--- config.mk ---
export PLATFORM = sky130hd
export DESIGN_NAME = psm_power_ctrl
export DESIGN_NICKNAME = d
export VERILOG_FILES = /design/src/psm_pkg.sv /design/src/psm_clk_div.sv /design/src/psm_power_ctrl.sv
export SDC_FILE = /design/constraint.sdc
export NUM_CORES = 1
export LEC_CHECK = 0
export BUFFER_PORTS_ARGS = -buffer_cell sky130_fd_sc_hd__buf_4
export CAP_MARGIN = 20
export CORE_ASPECT_RATIO = 1.75
export CORE_UTILIZATION = 40
export CTS_CLUSTER_DIAMETER = 120
export DETAILED_ROUTE_END_ITERATION = 6
export PLACE_DENSITY = 0.7
export SLEW_MARGIN = 25
export SYNTH_ARGS = -nofsm -noshare
export SYNTH_HDL_FRONTEND = slang
export SYNTH_HIERARCHICAL = 1
export SYNTH_SLANG_ARGS = --single-unit
--- constraint.sdc ---
create_clock -name sys_clk -period 2.2 [get_ports sys_clk]
set_input_delay 0.22 -clock sys_clk [delete_from_list [all_inputs] [get_ports sys_clk]]
set_output_delay 0.22 -clock sys_clk [all_outputs]
set_load 0.02 [all_outputs]
--- src/psm_pkg.sv ---
// shared constants and carrier types for the power saving mode controller
package psm_pkg;

    localparam int AXI_ADDR_W = 8;

    // register byte offsets
    localparam logic [7:0] MAIN_CLOCK_CTRL_STATUS_OFS = 8'h00;
    localparam logic [7:0] MAIN_CLOCK_CTRL_STATUS_ALIAS_OFS = 8'h04;
    localparam logic [7:0] POWER_STATUS_OFS = 8'h08;

    // main_clock_ctrl_status fields
    localparam int SLOW_MODE_SELECT_BIT = 0;
    localparam int SLOW_FREQ_SEL_LSB = 1;
    localparam int OSC_IRQ_ENABLE_BIT = 3;
    localparam int CTRL_W = 4;
    localparam logic [3:0] CTRL_RESET = 4'h0;

    // power status fields
    localparam int STATUS_MODE_LSB = 0;
    localparam int STATUS_SLOW_BIT = 3;
    localparam int STATUS_CAUSE_BIT = 4;

    // divider exponents: core clock is oscillator / 2**exp
    localparam logic [2:0] RUN_DIV_EXP = 3'h1;
    localparam logic [2:0] SLOW_DIV_EXP_BASE = 3'h2;
    localparam logic [2:0] DIV_EXP_RESET = 3'h1;

    // restart delay, in core clock cycles
    localparam int STARTUP_CYCLES = 4096;
    localparam int STARTUP_CNT_W = 13;

    // interrupt level pattern meaning level 0, interrupts enabled
    localparam logic [1:0] IRQ_LEVEL_ZERO = 2'h2;

    localparam logic [1:0] RESP_OKAY = 2'h0;
    localparam logic [1:0] RESP_SLVERR = 2'h2;

    typedef enum logic [2:0] {
        PSM_RUN,
        PSM_WAIT,
        PSM_HALT,
        PSM_ACTIVE_HALT,
        PSM_STARTUP
    } psm_mode_t;

    typedef struct packed {
        logic awvalid;
        logic [AXI_ADDR_W-1:0] awaddr;
        logic wvalid;
        logic [31:0] wdata;
        logic [3:0] wstrb;
        logic bready;
        logic arvalid;
        logic [AXI_ADDR_W-1:0] araddr;
        logic rready;
    } psm_axi_req_t;

    typedef struct packed {
        logic awready;
        logic wready;
        logic bvalid;
        logic [1:0] bresp;
        logic arready;
        logic rvalid;
        logic [31:0] rdata;
        logic [1:0] rresp;
    } psm_axi_rsp_t;

    typedef struct packed {
        logic haltInstr;
        logic waitForInterruptInstr;
    } psm_cpu_req_t;

    typedef struct packed {
        logic extIrq;
        logic haltExitIrq;
        logic oscTimebaseIrq;
        logic anyIrq;
        logic resetReq;
    } psm_wake_t;

    typedef struct packed {
        logic oscEnable;
        logic cpuClkEn;
        logic periphClkEn;
        logic canClkEn;
        logic timebaseClkEn;
    } psm_clk_gate_t;

    typedef struct packed {
        logic irqLevelForce;
        logic [1:0] irqLevel;
        logic wdgResetReq;
        logic resume;
        logic resumeToReset;
    } psm_cpu_rsp_t;

    typedef struct packed {
        logic [4:0] cnt;
        logic [2:0] curExp;
        logic coreTick;
        logic baseTick;
    } psm_div_state_t;

endpackage : psm_pkg

--- src/psm_clk_div.sv ---
// oscillator divider producing core and base clock enables
`timescale 1ns/1ps
module psm_clk_div (
    input wire logic sys_clk,
    input wire logic reset_n,
    input wire logic clkEn,
    input wire logic run,
    input wire logic [2:0] divExp,
    output logic coreTick,
    output logic baseTick
);

    psm_pkg::psm_div_state_t st;
    psm_pkg::psm_div_state_t next_st;

    always_comb begin
        logic [5:0] span;
        span = 6'h00;
        next_st = st;
        next_st.coreTick = 1'b0;
        next_st.baseTick = 1'b0;
        span = 6'((6'h01 << st.curExp) - 6'h01);
        if (run) begin
            next_st.cnt = 5'(st.cnt + 5'h01);
            // ratios are even, so bit 0 always gives oscillator / 2
            next_st.baseTick = st.cnt[0];
            if ({1'b0, st.cnt} == span) begin
                next_st.coreTick = 1'b1;
                next_st.cnt = 5'h00;
                // new ratio taken only at a period end, so no short pulse
                next_st.curExp = divExp;
            end
        end
    end

    always_ff @(posedge sys_clk or negedge reset_n) begin
        if (!reset_n) begin
            st.cnt <= 5'h00;
            st.curExp <= psm_pkg::DIV_EXP_RESET;
            st.coreTick <= 1'b0;
            st.baseTick <= 1'b0;
        end else if (clkEn) begin
            st <= next_st;
        end
    end

    assign coreTick = st.coreTick;
    assign baseTick = st.baseTick;

endmodule : psm_clk_div

--- src/psm_power_ctrl.sv ---
// power saving mode controller with its register slave
//
// The register offsets and the AXI4-Lite register port were decided locally.
`timescale 1ns/1ps

// Behaviour
// - after reset: run mode, core clock is oscillator divided by two
// - halt variants entered only by the halt instruction, chosen by oscillator irq enable
// - halt with oscillator irq enable 0 gives halt, with 1 gives active-halt
// - entering either halt forces interrupt level bits to 10
// - halt left only on external irq, halt-exit irq, or reset
// - after halt wake-up wait 4096 core cycles before the cpu resumes
// - after the delay cpu services the waking irq or fetches reset vector
// - standard halt stops oscillator and all internal clocks
// - halt with watchdog on and oscillator irq off gives watchdog reset
// - leaving standard halt restarts oscillator at once, delay lets it settle
// - active-halt keeps oscillator and time base; time-base irq wakes
// - active-halt with watchdog active causes no reset
// - wait instruction stops cpu only, peripherals keep clocking
// - entering wait forces level bits to 10, nothing else touched
// - wait ends on irq or reset, then cpu jumps to the irq service routine or fetches reset vector
// - slow mode divides oscillator by 4, 8, 16 or 32 instead of 2
// - in slow mode all but the CAN clock run at the reduced rate
// - level pattern 10 means level 0, interrupts enabled
module psm_power_ctrl #(
    parameter int STARTUP_LEN = psm_pkg::STARTUP_CYCLES
) (
    input wire logic sys_clk,
    input wire logic reset_n,
    input wire logic clkEn,
    input wire psm_pkg::psm_axi_req_t axiReq,
    output psm_pkg::psm_axi_rsp_t axiRsp,
    input wire psm_pkg::psm_cpu_req_t cpuReq,
    input wire psm_pkg::psm_wake_t wake,
    input wire logic watchdogEnabled,
    output psm_pkg::psm_clk_gate_t clkGate,
    output psm_pkg::psm_cpu_rsp_t cpuRsp
);

    typedef struct packed {
        psm_pkg::psm_mode_t mode;
        logic [psm_pkg::CTRL_W-1:0] ctrl;
        logic [psm_pkg::STARTUP_CNT_W-1:0] startCnt;
        logic wakeByReset;
        logic oscOn;
        logic cpuGate;
        logic periphGate;
        logic awHeld;
        logic [psm_pkg::AXI_ADDR_W-1:0] awAddr;
        logic wHeld;
        logic [31:0] wData;
        logic [3:0] wStrb;
        logic bvalid;
        logic [1:0] bresp;
        logic rvalid;
        logic [31:0] rdata;
        logic [1:0] rresp;
        logic irqLevelForce;
        logic wdgResetReq;
        logic resume;
        logic resumeToReset;
    } psm_ctrl_state_t;

    localparam logic [psm_pkg::STARTUP_CNT_W-1:0] STARTUP_LAST = psm_pkg::STARTUP_CNT_W'(STARTUP_LEN - 1);

    psm_ctrl_state_t st;
    psm_ctrl_state_t next_st;
    logic coreTick;
    logic baseTick;
    logic [2:0] divExp;
    logic slowSel;
    logic oscIrqEnable;

    // both control offsets reach the same storage
    function automatic logic isCtrlAddr(input logic [psm_pkg::AXI_ADDR_W-1:0] addr);
        isCtrlAddr = (addr == psm_pkg::MAIN_CLOCK_CTRL_STATUS_OFS) ||
                     (addr == psm_pkg::MAIN_CLOCK_CTRL_STATUS_ALIAS_OFS);
    endfunction : isCtrlAddr

    function automatic logic isStatusAddr(input logic [psm_pkg::AXI_ADDR_W-1:0] addr);
        isStatusAddr = (addr == psm_pkg::POWER_STATUS_OFS);
    endfunction : isStatusAddr

    assign slowSel = st.ctrl[psm_pkg::SLOW_MODE_SELECT_BIT];
    assign oscIrqEnable = st.ctrl[psm_pkg::OSC_IRQ_ENABLE_BIT];

    // 00..11 map in order onto /4, /8, /16, /32
    assign divExp = slowSel ?
        3'(psm_pkg::SLOW_DIV_EXP_BASE + {1'b0, st.ctrl[psm_pkg::SLOW_FREQ_SEL_LSB +: 2]}) :
        psm_pkg::RUN_DIV_EXP;

    psm_clk_div u_div (
        .sys_clk(sys_clk),
        .reset_n(reset_n),
        .clkEn(clkEn),
        .run(st.oscOn),
        .divExp(divExp),
        .coreTick(coreTick),
        .baseTick(baseTick)
    );

    always_comb begin
        logic wakeHalt;
        logic [7:0] ctrlByte;
        wakeHalt = 1'b0;
        ctrlByte = 8'h00;
        next_st = st;
        next_st.irqLevelForce = 1'b0;
        next_st.wdgResetReq = 1'b0;
        next_st.resume = 1'b0;

        // exit only on external, halt-exit capable irq, or reset
        wakeHalt = wake.extIrq | wake.haltExitIrq | wake.resetReq;

        case (st.mode)
            psm_pkg::PSM_RUN: begin
                if (cpuReq.haltInstr) begin
                    if (oscIrqEnable) begin
                        // oscillator irq guarantees an exit, so watchdog stays quiet
                        next_st.mode = psm_pkg::PSM_ACTIVE_HALT;
                        next_st.irqLevelForce = 1'b1;
                        next_st.cpuGate = 1'b0;
                        next_st.periphGate = 1'b0;
                    end else if (watchdogEnabled) begin
                        next_st.wdgResetReq = 1'b1;
                    end else begin
                        next_st.mode = psm_pkg::PSM_HALT;
                        next_st.irqLevelForce = 1'b1;
                        next_st.oscOn = 1'b0;
                        next_st.cpuGate = 1'b0;
                        next_st.periphGate = 1'b0;
                    end
                end else if (cpuReq.waitForInterruptInstr) begin
                    next_st.mode = psm_pkg::PSM_WAIT;
                    next_st.irqLevelForce = 1'b1;
                    next_st.cpuGate = 1'b0;
                end
            end
            psm_pkg::PSM_WAIT: begin
                if (wake.anyIrq | wake.resetReq) begin
                    next_st.mode = psm_pkg::PSM_RUN;
                    next_st.cpuGate = 1'b1;
                    next_st.resume = 1'b1;
                    next_st.resumeToReset = wake.resetReq;
                end
            end
            psm_pkg::PSM_HALT: begin
                if (wakeHalt) begin
                    next_st.mode = psm_pkg::PSM_STARTUP;
                    next_st.oscOn = 1'b1;
                    next_st.startCnt = '0;
                    next_st.wakeByReset = wake.resetReq;
                end
            end
            psm_pkg::PSM_ACTIVE_HALT: begin
                if (wakeHalt | wake.oscTimebaseIrq) begin
                    next_st.mode = psm_pkg::PSM_STARTUP;
                    next_st.startCnt = '0;
                    next_st.wakeByReset = wake.resetReq;
                end
            end
            psm_pkg::PSM_STARTUP: begin
                // a reset arriving during the delay still wins the vector
                if (wake.resetReq) begin
                    next_st.wakeByReset = 1'b1;
                end
                if (coreTick) begin
                    if (st.startCnt == STARTUP_LAST) begin
                        next_st.mode = psm_pkg::PSM_RUN;
                        next_st.cpuGate = 1'b1;
                        next_st.periphGate = 1'b1;
                        next_st.resume = 1'b1;
                        next_st.resumeToReset = st.wakeByReset | wake.resetReq;
                    end else begin
                        next_st.startCnt = psm_pkg::STARTUP_CNT_W'(st.startCnt + 1'b1);
                    end
                end
            end
            default: begin
                next_st.mode = psm_pkg::PSM_RUN;
                next_st.oscOn = 1'b1;
                next_st.cpuGate = 1'b1;
                next_st.periphGate = 1'b1;
            end
        endcase

        // write channel: address and data may arrive in either order
        if (axiReq.awvalid && !st.awHeld && !st.bvalid) begin
            next_st.awHeld = 1'b1;
            next_st.awAddr = axiReq.awaddr;
        end
        if (axiReq.wvalid && !st.wHeld && !st.bvalid) begin
            next_st.wHeld = 1'b1;
            next_st.wData = axiReq.wdata;
            next_st.wStrb = axiReq.wstrb;
        end
        if (st.awHeld && st.wHeld && !st.bvalid) begin
            next_st.awHeld = 1'b0;
            next_st.wHeld = 1'b0;
            next_st.bvalid = 1'b1;
            if (isCtrlAddr(st.awAddr)) begin
                next_st.bresp = psm_pkg::RESP_OKAY;
                ctrlByte = st.wData[7:0];
                // fields live in byte lane 0 only
                if (st.wStrb[0]) begin
                    next_st.ctrl = ctrlByte[psm_pkg::CTRL_W-1:0];
                end
            end else if (isStatusAddr(st.awAddr)) begin
                next_st.bresp = psm_pkg::RESP_OKAY;
            end else begin
                next_st.bresp = psm_pkg::RESP_SLVERR;
            end
        end
        if (st.bvalid && axiReq.bready) begin
            next_st.bvalid = 1'b0;
        end

        // read channel: one read at a time, data registered
        if (st.rvalid && axiReq.rready) begin
            next_st.rvalid = 1'b0;
        end
        if (axiReq.arvalid && !st.rvalid) begin
            next_st.rvalid = 1'b1;
            next_st.rdata = 32'h0000_0000;
            next_st.rresp = psm_pkg::RESP_OKAY;
            if (isCtrlAddr(axiReq.araddr)) begin
                next_st.rdata[psm_pkg::CTRL_W-1:0] = st.ctrl;
            end else if (isStatusAddr(axiReq.araddr)) begin
                next_st.rdata[psm_pkg::STATUS_MODE_LSB +: 3] = st.mode;
                next_st.rdata[psm_pkg::STATUS_SLOW_BIT] = slowSel;
                next_st.rdata[psm_pkg::STATUS_CAUSE_BIT] = st.resumeToReset;
            end else begin
                next_st.rresp = psm_pkg::RESP_SLVERR;
            end
        end
    end

    always_ff @(posedge sys_clk or negedge reset_n) begin
        if (!reset_n) begin
            st.mode <= psm_pkg::PSM_RUN;
            st.ctrl <= psm_pkg::CTRL_RESET;
            st.startCnt <= '0;
            st.wakeByReset <= 1'b0;
            st.oscOn <= 1'b1;
            st.cpuGate <= 1'b1;
            st.periphGate <= 1'b1;
            st.awHeld <= 1'b0;
            st.awAddr <= '0;
            st.wHeld <= 1'b0;
            st.wData <= 32'h0000_0000;
            st.wStrb <= 4'h0;
            st.bvalid <= 1'b0;
            st.bresp <= psm_pkg::RESP_OKAY;
            st.rvalid <= 1'b0;
            st.rdata <= 32'h0000_0000;
            st.rresp <= psm_pkg::RESP_OKAY;
            st.irqLevelForce <= 1'b0;
            st.wdgResetReq <= 1'b0;
            st.resume <= 1'b0;
            st.resumeToReset <= 1'b0;
        end else if (clkEn) begin
            st <= next_st;
        end
    end

    assign axiRsp.awready = !st.awHeld && !st.bvalid;
    assign axiRsp.wready = !st.wHeld && !st.bvalid;
    assign axiRsp.bvalid = st.bvalid;
    assign axiRsp.bresp = st.bresp;
    assign axiRsp.arready = !st.rvalid;
    assign axiRsp.rvalid = st.rvalid;
    assign axiRsp.rdata = st.rdata;
    assign axiRsp.rresp = st.rresp;

    // all enables but oscEnable are qualified by clkEn so a frozen block clocks nothing
    assign clkGate.oscEnable = st.oscOn;
    assign clkGate.cpuClkEn = clkEn & st.cpuGate & coreTick;
    assign clkGate.periphClkEn = clkEn & st.periphGate & coreTick;
    // CAN stays on oscillator / 2; software parks it first when slowing down
    assign clkGate.canClkEn = clkEn & st.periphGate & baseTick;
    assign clkGate.timebaseClkEn = clkEn & st.oscOn & coreTick;

    assign cpuRsp.irqLevelForce = st.irqLevelForce;
    assign cpuRsp.irqLevel = psm_pkg::IRQ_LEVEL_ZERO;
    assign cpuRsp.wdgResetReq = st.wdgResetReq;
    assign cpuRsp.resume = st.resume;
    assign cpuRsp.resumeToReset = st.resumeToReset;

endmodule : psm_power_ctrl

Yosys cells after proc, flatten, opt, wreduce, memory -nomap -nowiden:

Cells that the tools add are included.

* memories: 0
* register bits: 95
* input port bits: 68
* bits in read-only memories: 0
* word-level logic and storage cells: 174
* output and inout port bits: 52
* bits in latches: 0
* bits in writable memories: 0

* shift-type cells: 1
* magnitude comparators: 0
* add/sub/neg operators: 4
* div/mod/pow operators: 0
* reductions and logical operators: 47
* equal/unequal tests: 23
* multiplexer cells: 59
* multipliers: 0
* bitwise operators: 15

Operators by type and width (count)
* 14-bit one-hot mux with 3 select lines: 1
* 37-bit two-way mux: 1
* 3-bit two-way mux: 12
* 35-bit two-way mux: 1
* 13-bit two-way mux: 2
* 2-bit two-way mux: 12
* 1-bit two-way mux: 19
* 9-bit two-way mux: 2
* 2-bit != test, second input constant: 9
* 2-bit AND reduction: 9
* 6-bit AND reduction: 3
* 8-bit by 3-bit equality test with 1-bit output, second input constant: 2
* 8-bit by 4-bit equality test with 1-bit output, second input constant: 2
* 8-bit zero test: 2
* 15-bit two-way mux: 1
* 3-bit one-hot mux with 5 select lines: 1
* 14-bit two-way mux: 1
* 13-bit by 1-bit adder with 13-bit output, second input constant: 1
* 13-bit by 12-bit equality test with 1-bit output, second input constant: 1
* 1-bit logical AND: 11
* 5-bit AND reduction: 2
* 2-bit nonzero test: 5
* 8-bit AND reduction: 1
* 1-bit AND: 7
* 27 further kinds: 41

Longest topological paths before layout:

Gate-level depths: netlist of the first run.

* depth in word-level cells: 5
* mapped depth: 7
* mapped depth without buffers: 6

Hierarchy:

The synthesis of the first run kept the hierarchy.

By module, submodules not included
* psm_power_ctrl: seq. area each 1305.0 um^2, area each 3006.6 um^2, instances 1, cells each 304
* psm_clk_div: seq. area each 251.5 um^2, area each 540.5 um^2, instances 1, cells each 54

Worst setup path after synthesis of the first run:

Ideal clock, no wire load.

* path kind: register to register
* from: register u_div/st[3] in the netlist's numbering
* to: register u_div/st[3] in the netlist's numbering
* stages on the path, launching flop included: 6
* arrival time: 1563 ps
* library setup time: 125 ps
* path buffers: 0
* slack: 511 ps
* required time: 2075 ps
* clock period less this slack: 1689 ps
* path through: dfrtp_1 -> or4_1 -> nor2_1 -> o32a_2 -> nand2_4 -> mux2_4

* word-level cells in the longest chain between the ends: 4

Ends and longest elaborated chain
* start, declared: RTL line psm_clk_div.sv:13 `psm_pkg::psm_div_state_t st;`
* start signal, assigned: RTL line psm_clk_div.sv:43 `st <= next_st;`
* 1-bit by 3-bit << shifter with 6-bit output: RTL line psm_clk_div.sv:22 `span = 6'((6'h01 << st.curExp) - 6'h01);`
* 6-bit by 1-bit subtractor with 6-bit output: RTL line psm_clk_div.sv:22
* 5-bit by 6-bit equality test with 1-bit output: RTL line psm_clk_div.sv:27 `if ({1'b0, st.cnt} == span) begin`
* 3-bit AND reduction (no source line)

Every way passes these cells.
A chain may end at the register's enable or synchronous reset.

Worst setup path in the final report of the first run:

* from: register st[110] in the netlist's numbering
* to: register st[109] in the netlist's numbering

* word-level cells in the longest chain between the ends: 3
* elaborated cells on any way between the ends: 14
* classes of those cells: eq/ne (11); mux (1); reduce/logical (2)

Ends and longest elaborated chain
* start, declared: RTL line psm_power_ctrl.sv:66 `psm_ctrl_state_t st;`
* start signal, assigned: RTL line psm_power_ctrl.sv:262 `st <= next_st;`
* 3-bit equality test, or another cell as far along: RTL line psm_power_ctrl.sv:115 `case (st.mode)`
* 2-bit by 1-bit != test with 1-bit output (no source line), or another cell as far along
* 8-bit AND reduction (no source line)

Several ways; a longest one is shown, not always the timed one.

==> summary.txt, run 1 <==
status: finished clean
share of cells above drive strength 1: 28.99%
die width: 73.19 um
die area: 0.009263 sq mm
H-tree depth: 3
# DRC: 0
Clk pwr share: 28.0%
Max Cap Viol: 0
critical path class: flop to flop
IO Count: 120
Post-Synth Simple-Gate Area: 19.89%
row count: 45
crit start category: flop
via count: 2779
clock sinks: 62
commonest cells after routing, fill and taps aside: buf_4, dfrtp_1, nand2_1
GR Util met3: 4.448%
clock buffer depth: 2
adder-cell share of the synthesized area: 0.7055%
part of the power in registers: 41.4%
GR Util met2: 33.12%
Layout Utilization: 48.58%
synthesized flop and latch total: 62
WL final: 7.993 mm
vias in the first global route: 2659
async set-reset flop share out of synthesis: 100.0%
Clock Pin Slew Worst Setup and Hold Paths: 0.06 ns
diode count: 0
Peak VDD IR: 0.0007776 V
post_cts resized: 0
worst-margin pin slew: 0.7998 ns
die height: 126.6 um
Vias per Instance: 5.234
Synth Area in XOR/XNOR: 0.2469%
most used routing layer: met2
Post-Place Cell Area: 0.003900 sq mm
Rel. slew slack: 46.68%
Netlist cell types: 67
mean post-synth cell area: 9.908 sq um
CP required: 2.42 ns
CP Cell Sequence: nor2b_1 > a32o_1 > a21oi_1 > nand3_2 > mux2_4
met1 Usage GRT: 18.70%
post-synthesis sequential area ratio: 43.88%
CTS tree: done
First-pass DRT Iterations: 4
Compound-Gate Fraction of Synth Area: 15.63%
number of flops mapped to enable cells by yosys: 0
Worst path slowest cell: dfrtp_1
commonest non-fill, non-tap cell in the layout: buf_4
design area: 0.004185 sq mm
Power Total: 0.004624 W
internal power: 0.002952 W
CTS buffer count: 9
Pleak: 1.963 nW
unrepaired setup endpoints after global routing: no
gpl congestion: 0.8372
drt wl/cell: 15.05 um
Area Growth Syn to Fin: 17.99%
Fin. Hold Viols: 0
PwrDens: 1105 mW/mm^2
CP arrival: 2.12 ns
Fin Setup TNS: 0 ns
GR Overflow Total: 0
hpwl dp: 5.921 mm
first-pass GRT wire length: 12.63 mm
Initial Util: 41.18%
DRT iter0 DRCs: 106
IO buf count: 57
Mapped Area: 0.003547 sq mm
crit path capture type: flop
Fill cells: 796
Gate Count Post-Synth: 358
P_sw: 0.001672 W
GRT Resource Usage Total: 18.14%
f_max: 524.8 MHz
DRT antenna net count: 0
Core Footprint: 0.008615 sq mm
Root Buffer: clkbuf_16
Final Max Slew Viols: 0
mux cell area share after synthesis: 7.372%
largest family of logic cells by synthesized area: simple AND/OR/NAND/NOR gates
fin crit share: 86.62%
Period minus WS final: 1.906 ns
clk_skew: 0.005402 ns
worst skew pair latency: 0.34 ns
largest fanout on the critical path: 9
post-cts hold buffer count: 1
Switching Share: 36.16%
Final nets: 479
largest net degree at the start of global routing: 63
Post-CTS Setup Bufs: 0
Post-synth top flop: dfrtp_1
initial antenna violation count: 0
Syn. warnings: 6
final setup vio count: 0
Comb pwr share: 30.7%
HP Class: primary input to flop
Max stage delay on crit path: 0.51 ns
-- stage by stage --
step           worst slack (ns)  instances  hold WS (ns)
6_report                 0.2944        531        0.1150
5_1_grt                  0.2295        531        0.1101
4_1_cts                  0.3239        531        0.1097
3_5_place_dp             0.3660        514        0.3532
3_3_place_gp             0.3730        514        0.3489
2_1_floorplan            0.5114        387      -0.07559
-- critical path: cells and delay by family, from the launching register on --
| kind | cells | cell delay, ns |
|---|---|---|
| AOI/OAI and AO/OA | 2 | 0.50 |
| muxes | 1 | 0.34 |
| and+or+nand+nor | 2 | 0.44 |
| DFF | 1 | 0.51 |
-- cell families (layout without fill, tap and decap cells) --
group	count (synthesis)	in the layout
buffers and inverters	66	93
xor gates and xnor gates	1	1
adders and majority gates	2	2
other	2	31
DFF	62	62
and+or+nand+nor	122	122
AOI/OAI and AO/OA	81	81
muxes	22	22
-- layer usage --
| layer | wire (um) | vias to the layer above |
|---|---|---|
| met5 | 0 | - |
| met4 | 189 | 0 |
| met3 | 376 | 16 |
| met2 | 4465 | 104 |
| met1 | 2961 | 1346 |
| li1 | - | 1313 |
-- cell type report --
cell class                 count  area [sq um]  share of cell area [%]
inverter                      12         45.04                   1.076
timing repair buffer          65         490.5                   11.72
clock buffer                   9         225.2                   5.381
clock inverter                 7         50.05                   1.196
tap                          117         146.4                   3.498
sequential                    62          1556                   37.19
multi-input combinational    259          1672                   39.94
-- power groups by stage --
stage / logic, W / clock network (W) / registers, W
2_1_floorplan: 0.00121 / 0 / 0.00174
3_3_place_gp: 0.00137 / 0 / 0.00190
3_5_place_dp: 0.00141 / 0 / 0.00193
4_1_cts: 0.00143 / 0.00131 / 0.00191
5_1_grt: 0.00153 / 0.00136 / 0.00197
6_report: 0.00142 / 0.00129 / 0.00191
-- final timing paths --
kind	from	end	slack (ns)	cells after the start
min in group asynchronous	reset_n	slowSel$_DFFE_PN0P_	0.50	2
min	axiReq[54]	st[85]$_DFFE_PN0P_	0.11	2
max in group asynchronous	reset_n	u_div/st[8]$_DFFE_PN0P_	1.16	2
max	st[110]$_DFFE_PN0P_	st[109]$_DFFE_PN0P_	0.29	5
min reg2reg	axiRsp[1]$_DFFE_PN0P_	axiRsp[1]$_DFFE_PN0P_	0.48	2
max reg2reg	st[110]$_DFFE_PN0P_	st[109]$_DFFE_PN0P_	0.29	5
-- cell usage after synthesis (all sizes together), types with 2 or more instances --
cell type  instances  area [sq um]
a211oi             2         15.01
a21o               5         37.54
a21oi              8         40.04
a22o               5         43.79
a22oi              4         30.03
a31oi              4         25.02
and2               3         20.02
and3               7         45.05
and4               2         20.02
buf               51         370.3
clkbuf             3         12.51
conb               2         7.510
dfrtp             58          1451
dfstp              4         105.1
ha                 2         25.02
inv               12         45.04
mux2              21         251.5
nand2             34         135.1
nand2b             5         31.28
nand3             13         70.07
nand4              6         37.54
nor2              22         82.58
nor2b              6         37.54
nor3               5         25.02
nor3b              4         41.29
nor4               4         25.02
nor4b              2         47.55
o21ai             29         148.9
o2bb2ai            2         17.52
o31ai              4         30.03
o41ai              3         33.79
or3                3         18.77
-- flip-flops by register name, summed over array words and instances (netlist names) --
name / count
slowSel: 1
u_div/coreTick: 1
u_div/st: 8
axiRsp: 9
clkGate: 1
st: 36
u_div/baseTick: 1
cpuRsp: 4
oscIrqEnable: 1
(Power assumes the default switching activity.)
==> run 2, diff against run 1 <==
--- a/config.mk
+++ b/config.mk
@@ -8,10 +8,10 @@
 export BUFFER_PORTS_ARGS = -buffer_cell sky130_fd_sc_hd__buf_4
 export CAP_MARGIN = 20
 export CORE_ASPECT_RATIO = 1.75
-export CORE_UTILIZATION = 40
+export CORE_UTILIZATION = 35
 export CTS_CLUSTER_DIAMETER = 120
 export DETAILED_ROUTE_END_ITERATION = 6
-export PLACE_DENSITY = 0.7
+export PLACE_DENSITY = 0.63
 export SLEW_MARGIN = 25
 export SYNTH_ARGS = -nofsm -noshare
 export SYNTH_HDL_FRONTEND = slang
==> constraint.sdc (replaced) <==
create_clock -name sys_clk -period 2.2 [get_ports sys_clk]
set_input_delay 0.44 -clock sys_clk [delete_from_list [all_inputs] [get_ports sys_clk]]
set_output_delay 0.44 -clock sys_clk [all_outputs]
set_load 0.02 [all_outputs]
==> run 2 against run 1 <==
- sequential cell count unchanged
- die area is 14% higher
- core utilization shrank 5.6 points
- clock skew shrank 0.00072 ns
- via count decreased by 2.1%
- cell area grew 1.3%
- fmax rose by 1.9%
- largest power group unchanged
- wire length down 1.4%
- global-route usage down 1.8 points
- highest routed layer unchanged
- non-clock buffer count grew 2
- power up 3.5%
==> summary.txt, run 2 (synthesis results as in run 1) <==
Vias per Instance: 5.039 (-3.7%)
commonest non-fill, non-tap cell in the layout: buf_4
Fin Setup TNS: 0 ns (unchanged)
f_max: 534.8 MHz (+1.9%)
largest net degree at the start of global routing: 63 (unchanged)
Area Growth Syn to Fin: 19.47%
initial antenna violation count: 0 (unchanged)
PwrDens: 1130 mW/mm^2 (+2.3%)
unrepaired setup endpoints after global routing: no
GRT Resource Usage Total: 16.39% (-1.8 points)
Max Cap Viol: 0 (unchanged)
crit path capture type: flop
Final Max Slew Viols: 0 (unchanged)
Post-CTS Setup Bufs: 0 (unchanged)
CP required: 2.42 ns (about the same)
first-pass GRT wire length: 13.03 mm (+3.1%)
worst skew pair latency: 0.33 ns (about the same)
Fin. Hold Viols: 0 (unchanged)
die height: 135.2 um (+6.8%)
die area: 0.01056 sq mm (+14%)
CTS buffer count: 9 (unchanged)
final setup vio count: 0 (unchanged)
Fill cells: 966 (+21%)
DRT antenna net count: 0 (unchanged)
via count: 2721 (-2.1%)
CTS tree: done
critical path class: flop to flop
FF+latch area: 0.001556 sq mm (unchanged)
First-pass DRT Iterations: 4 (unchanged)
WL final: 7.878 mm (-1.4%)
vias in the first global route: 2710 (+1.9%)
HP Class: primary input to async pin
gpl congestion: 0.8213 (-1.9%)
reg2reg path depth: 5 (unchanged)
Largest register FFs: 36 (unchanged)
clock buffer depth: 2 (unchanged)
CP arrival: 2.09 ns (-0.03 ns)
post_cts resized: 0 (unchanged)
IO Count: 120 (unchanged)
Layout Utilization: 43.03% (-5.6 points)
Final nets: 481 (+0.42%)
DRT iter0 DRCs: 81 (-24%)
H-tree depth: 3 (unchanged)
post-cts hold buffer count: 0 (-1)
row count: 48 (+6.7%)
Pleak: 1.980 nW (+0.91%)
Core Footprint: 0.009849 sq mm (+14%)
Root Buffer: clkbuf_16
share of cells above drive strength 1: 28.92% (-0.070 points)
fin crit share: 84.99% (-1.6 points)
largest fanout on the critical path: 4 (-5)
commonest cells after routing, fill and taps aside: buf_4, dfrtp_1, nand2_1
Largest Register: st
clk_skew: 0.004682 ns (-0.0007198 ns)
Period minus WS final: 1.870 ns (-0.03595 ns)
Initial Util: 36.01% (-5.2 points)
status: finished clean
hpwl dp: 5.927 mm (+0.10%)
clock sinks: 62 (unchanged)
crit start category: flop
die width: 78.10 um (+6.7%)
diode count: 0 (unchanged)
Rel. slew slack: 47.17% (+0.49 points)
GR Overflow Total: 0 (unchanged)
Peak VDD IR: 0.0006849 V (-12%)
Clock Pin Slew Worst Setup and Hold Paths: 0.05 ns (about the same)
worst-margin pin slew: 0.7924 ns (-0.007378 ns)
IO buf count: 57 (unchanged)
# DRC: 0 (unchanged)
drt wl/cell: 14.59 um (-3.1%)
multi-input combinational cell area: 0.001672 sq mm (unchanged)
==> run 2: cell types whose count changed in the layout (fill, tap and decap cells not counted), sizes merged <==
cell	before	now
clkinv	6	1
dlygate4sd3	1	0
clkinvlp	0	1
bufinv	0	2
clkbuf	9	11
buf	64	67
inv	13	12
==> run 2: final cells by class <==
cell class              count  share of cell area (%)
well taps                 125                   3.691
clock inverters             4                   1.712
multi-input cells         259                   39.44
inverters                  12                   1.063
flip-flops and latches     62                   36.73
clock buffers              11                   5.492
repair buffers             67                   11.87
==> run 2: final timing paths <==
path                                    start                    end  slack, ns
max                        st[84]$_DFFE_PN0P_    st[107]$_DFFE_PN0P_       0.33
min                                   reset_n     st[85]$_DFFE_PN0P_       0.19
max reg2reg                st[84]$_DFFE_PN0P_    st[107]$_DFFE_PN0P_       0.33
min reg2reg                st[89]$_DFFE_PN1P_     st[89]$_DFFE_PN1P_       0.47
max in group asynchronous             reset_n  cpuRsp[0]$_DFFE_PN0P_       1.48
min in group sys_clk               axiReq[17]     st[48]$_DFFE_PN0P_       0.34
==> run 2: routing by layer <==
metal / up-vias / global-route usage, % / share of wire [%]
met3: 19 / 3.434 / 3.8
li1: 1319 / - / -
met1: 1298 / 17.15 / 39
met4: 0 / 9.979 / 2.7
met2: 85 / 29.53 / 55
met5: - / 0 / 0
==> run 2: per-stage QoR <==
| step | total power [W] | setup WS, ns | std cells | hold WS [ns] | cell area (sq um) |
|---|---|---|---|---|---|
| after floorplan | 0.002943 | 0.5114 | 387 | 0.1444 | 3656 |
| after detailed placement | 0.003355 | 0.3392 | 525 | 0.4678 | 3933 |
| after global placement | 0.003301 | 0.3401 | 525 | 0.4637 | 3933 |
| after CTS | 0.004848 | 0.3187 | 540 | 0.2191 | 4238 |
| final | 0.004789 | 0.3303 | 540 | 0.1861 | 4238 |
| after global routing | 0.005076 | 0.1711 | 540 | 0.2554 | 4238 |
==> run 2: critical path, cell delays in order (launching register included) <==
cell and delay (ns):
dfrtp_1 0.38, nor4_1 0.29, buf_4 0.17, nand2_1 0.07, or4b_4 0.56, mux2_2 0.29
==> run 2: power by group <==
part	leakage (nW)	internal (W)	total, W	switching, W
clock	0.146	0.000982	0.00147	0.000483
sequential	0.791	0.00151	0.00190	0.000389
combinational	1.04	0.000695	0.00142	0.000730
total	1.98	0.00319	0.00479	0.00160
==> run 3, diff against run 2 <==
--- a/config.mk
+++ b/config.mk
@@ -5,13 +5,14 @@
 export SDC_FILE = /design/constraint.sdc
 export NUM_CORES = 1
 export LEC_CHECK = 0
+export ABC_AREA = 1
 export BUFFER_PORTS_ARGS = -buffer_cell sky130_fd_sc_hd__buf_4
 export CAP_MARGIN = 20
 export CORE_ASPECT_RATIO = 1.75
 export CORE_UTILIZATION = 35
 export CTS_CLUSTER_DIAMETER = 120
 export DETAILED_ROUTE_END_ITERATION = 6
-export PLACE_DENSITY = 0.63
+export PLACE_DENSITY = 0.65
 export SLEW_MARGIN = 25
 export SYNTH_ARGS = -nofsm -noshare
 export SYNTH_HDL_FRONTEND = slang
==> constraint.sdc (replaced) <==
create_clock -name sys_clk -period 1.6 [get_ports sys_clk]
set_input_delay 0.32 -clock sys_clk [delete_from_list [all_inputs] [get_ports sys_clk]]
set_output_delay 0.32 -clock sys_clk [all_outputs]
set_load 0.02 [all_outputs]
==> run 3 against run 2 <==
- cell count is 24% higher
- critical path depth rose by 4
- clock power increased by 29%
- via count grew 16%
- power is 51% higher
- sequential power up 32%
- wire length up 5.5%
- critical path type unchanged
- critical endpoint is now st[97]$_DFFE_PN0P_
- highest routed layer unchanged
==> summary.txt, run 3 <==
Core Footprint: 0.01030 sq mm (+4.6%)
largest fanout on the critical path: 8 (+4)
async set-reset flop share out of synthesis: 100.0% (unchanged)
die height: 138.6 um (+2.6%)
largest net degree at the start of global routing: 28 (-56%)
number of flops mapped to enable cells by yosys: 0 (unchanged)
hpwl dp: 6.245 mm (+5.4%)
top cells by area, synth: dfrtp_1, nand2_1, buf_4, inv_1, nand3_1
Worst path slowest cell: dfrtp_2
first-pass GRT wire length: 13.74 mm (+5.5%)
Max stage delay on crit path: 0.44 ns (-0.12 ns)
top post-synthesis cells by count: nand2_1, dfrtp_1, inv_1, buf_4, nor2_1
row count: 49 (+2.1%)
P_sw: 0.002762 W (+72%)
area leader, netlist: dfrtp_1
Netlist cell types: 38 (-43%)
fin cells: 669 (+24%)
fin crit share: 94.08% (+9.1 points)
design area: 0.004547 sq mm (+7.3%)
GRT Resource Usage Total: 16.06% (-0.33 points)
DP Worst Slack: 0.01275 ns (-0.3265 ns)
Vias per Instance: 4.709 (-6.6%)
Switching Share: 38.30% (+4.8 points)
Cells after DPL: 648 (+23%)
GR Overflow Total: 0 (unchanged)
IO Count: 120 (unchanged)
commonest cells after routing, fill and taps aside: nand2_1, buf_4, dfrtp_1
Pleak: 2.356 nW (+19%)
IO buf count: 57 (unchanged)
drt wl/cell: 12.42 um (-15%)
f_max: 664.3 MHz (+24%)
H-tree depth: 3 (unchanged)
# DRC: 0 (unchanged)
Gate Count Post-Synth: 473 (+32%)
most used routing layer: met2
Clock Pin Slew Worst Setup and Hold Paths: 0.05 ns (about the same)
Largest register FFs: 36 (unchanged)
synthesized flop and latch total: 62 (unchanged)
worst skew pair latency: 0.33 ns (about the same)
CTS buffer count: 9 (unchanged)
crit start category: flop
top cell type's share of synthesized area: 38.87% (-2.0 points)
met1 Usage GRT: 17.31% (+0.16 points)
CP required: 1.82 ns (-0.60 ns)
Fill cells: 1028 (+6.4%)
gpl congestion: 0.9014 (+9.8%)
status: finished clean
crit path capture type: flop
commonest non-fill, non-tap cell in the layout: nand2_1
Final nets: 608 (+26%)
DRT iter0 DRCs: 174 (+110%)
WL final: 8.308 mm (+5.5%)
Largest Register: st
mean post-synth cell area: 7.893 sq um (-20%)
Peak VDD IR: 0.0007455 V (+8.8%)
Fin. Hold Viols: 0 (unchanged)
via count: 3150 (+16%)
DRT antenna net count: 0 (unchanged)
Clk pwr share: 26.3% (-4.3 points)
clock buffer depth: 2 (unchanged)
GR Util met3: 4.539% (+1.1 points)
part of the power in registers: 34.8% (-4.8 points)
Comb pwr share: 39.0% (+9.2 points)
Post-Place Cell Area: 0.004151 sq mm (+5.6%)
CP Cell Sequence: inv_2 > nand2_2 > inv_2 > nand4_4 > nand2_2 > nor2_4 > nand2_8 > nand2_1 > o21ai_2
First-pass DRT Iterations: 4 (unchanged)
internal power: 0.004450 W (+40%)
Final Max Slew Viols: 0 (unchanged)
Max Cap Viol: 0 (unchanged)
post-synthesis sequential area ratio: 41.69% (-2.2 points)
Area Growth Syn to Fin: 21.78%
critical path class: flop to flop
diode count: 0 (unchanged)
final setup vio count: 0 (unchanged)
Post-synth top flop: dfrtp_1
CTS tree: done
clock sinks: 62 (unchanged)
share of cells above drive strength 1: 27.68% (-1.2 points)
CP arrival: 1.73 ns (-0.36 ns)
clk_skew: 0.007664 ns (+0.002981 ns)
Initial Util: 36.25% (+0.24 points)
GR Util met2: 27.67% (-1.9 points)
HP Class: primary input to flop
final worst slack: 0.09473 ns (-0.2356 ns)
Mapped Area: 0.003734 sq mm (+5.3%)
PwrDens: 1586 mW/mm^2 (+40%)
Root Buffer: clkbuf_16
Period minus WS final: 1.505 ns (-0.3644 ns)
die width: 80.08 um (+2.5%)
Syn. warnings: 6 (unchanged)
die area: 0.01110 sq mm (+5.1%)
vias in the first global route: 3047 (+12%)
initial antenna violation count: 0 (unchanged)
count leader, synth: nand2_1
-- run 3: changes by cell type in the layout (fill, tap and decap cells not counted), moves of 7 or more --
cell / change
nor2_4: +7
nor2_1: +16
inv_1: +38
nand3_1: +20
o21ai_0: -15
nand2_1: +90
nand2_2: +10
a21oi_1: +7
-- run 3: area by class of cell --
class	count	area (sq um)	area share, %
multi-input combinational	338	1772	38.97
timing repair buffer	73	563.0	12.38
inverter	54	202.7	4.458
clock buffer	11	242.7	5.338
tap	127	158.9	3.495
sequential	62	1560	34.31
clock inverter	4	47.55	1.046
-- run 3: worst paths after layout --
kind	from	end	slack, ns	cells after the start
min in group asynchronous	reset_n	st[48]$_DFFE_PN0P_	0.45	2
max	st[111]$_DFFE_PN0P_	st[97]$_DFFE_PN0P_	0.09	9
max reg2reg	st[111]$_DFFE_PN0P_	st[97]$_DFFE_PN0P_	0.09	9
min	axiReq[55]	st[86]$_DFFE_PN0P_	0.22	2
max in group asynchronous	reset_n	axiRsp[34]$_DFFE_PN0P_	0.61	3
min reg2reg	axiRsp[1]$_DFFE_PN0P_	axiRsp[1]$_DFFE_PN0P_	0.48	2
-- run 3: cells by family (layout without fill, tap and decap cells) --
kind of cell | count (synthesis) | in the layout | synth area share (%)
buffers and inverters | 103 | 142 | 15.41
DFF | 62 | 62 | 41.69
and+or+nand+nor | 250 | 251 | 31.87
xor gates and xnor gates | 7 | 7 | 1.642
other | 2 | 31 | 0.2011
muxes | 11 | 11 | 3.318
AOI/OAI and AO/OA | 36 | 36 | 5.194
adders and majority gates | 2 | 2 | 0.6701
-- run 3: worst max-delay path, delay by kind of cell, from the launching register on --
family / cells / cell delay (ns)
AOI/OAI and AO/OA: 1 / 0.05
buffers and inverters: 2 / 0.15
DFF: 1 / 0.44
and+or+nand+nor: 6 / 0.75
-- run 3: metal layers --
| layer | up-vias | part of all wire [%] | wire length [um] |
|---|---|---|---|
| met5 | - | 0 | 0 |
| met4 | 0 | 3.3 | 274 |
| met3 | 20 | 5.2 | 434 |
| met2 | 100 | 53 | 4427 |
| met1 | 1478 | 38 | 3172 |
| li1 | 1552 | - | - |
-- run 3: through the flow --
| stage | hold slack, ns | power [W] | setup TNS [ns] | utilization [%] |
|---|---|---|---|---|
| 2_1_floorplan | 0.02441 | 0.004544 | 0 | - |
| 4_1_cts | 0.2095 | 0.007091 | 0 | 43.33 |
| 5_1_grt | 0.2139 | 0.007748 | -0.006918 | 44.14 |
| 3_5_place_dp | 0.2623 | 0.005139 | 0 | 40.31 |
| 6_report | 0.2208 | 0.007212 | 0 | 44.14 |
| 3_3_place_gp | 0.2564 | 0.005057 | 0 | 40.31 |
-- run 3: power by group through the flow --
stage / logic [W] / clock network, W / registers [W]
final: 0.00281 / 0.00189 / 0.00251
after CTS: 0.00265 / 0.00194 / 0.00250
after global placement: 0.00256 / 0 / 0.00250
after global routing: 0.00316 / 0.00201 / 0.00258
after detailed placement: 0.00262 / 0 / 0.00252
after floorplan: 0.00215 / 0 / 0.00240
-- run 3: what timing repair did --
item,CTS,global route
pin swaps,0,4
gates cloned,0,1
hold buffers,1,0
setup endpoints to repair,2,21
resized for setup,2,14
endpoints found under the hold margin,25,0
buffers inserted,0,4
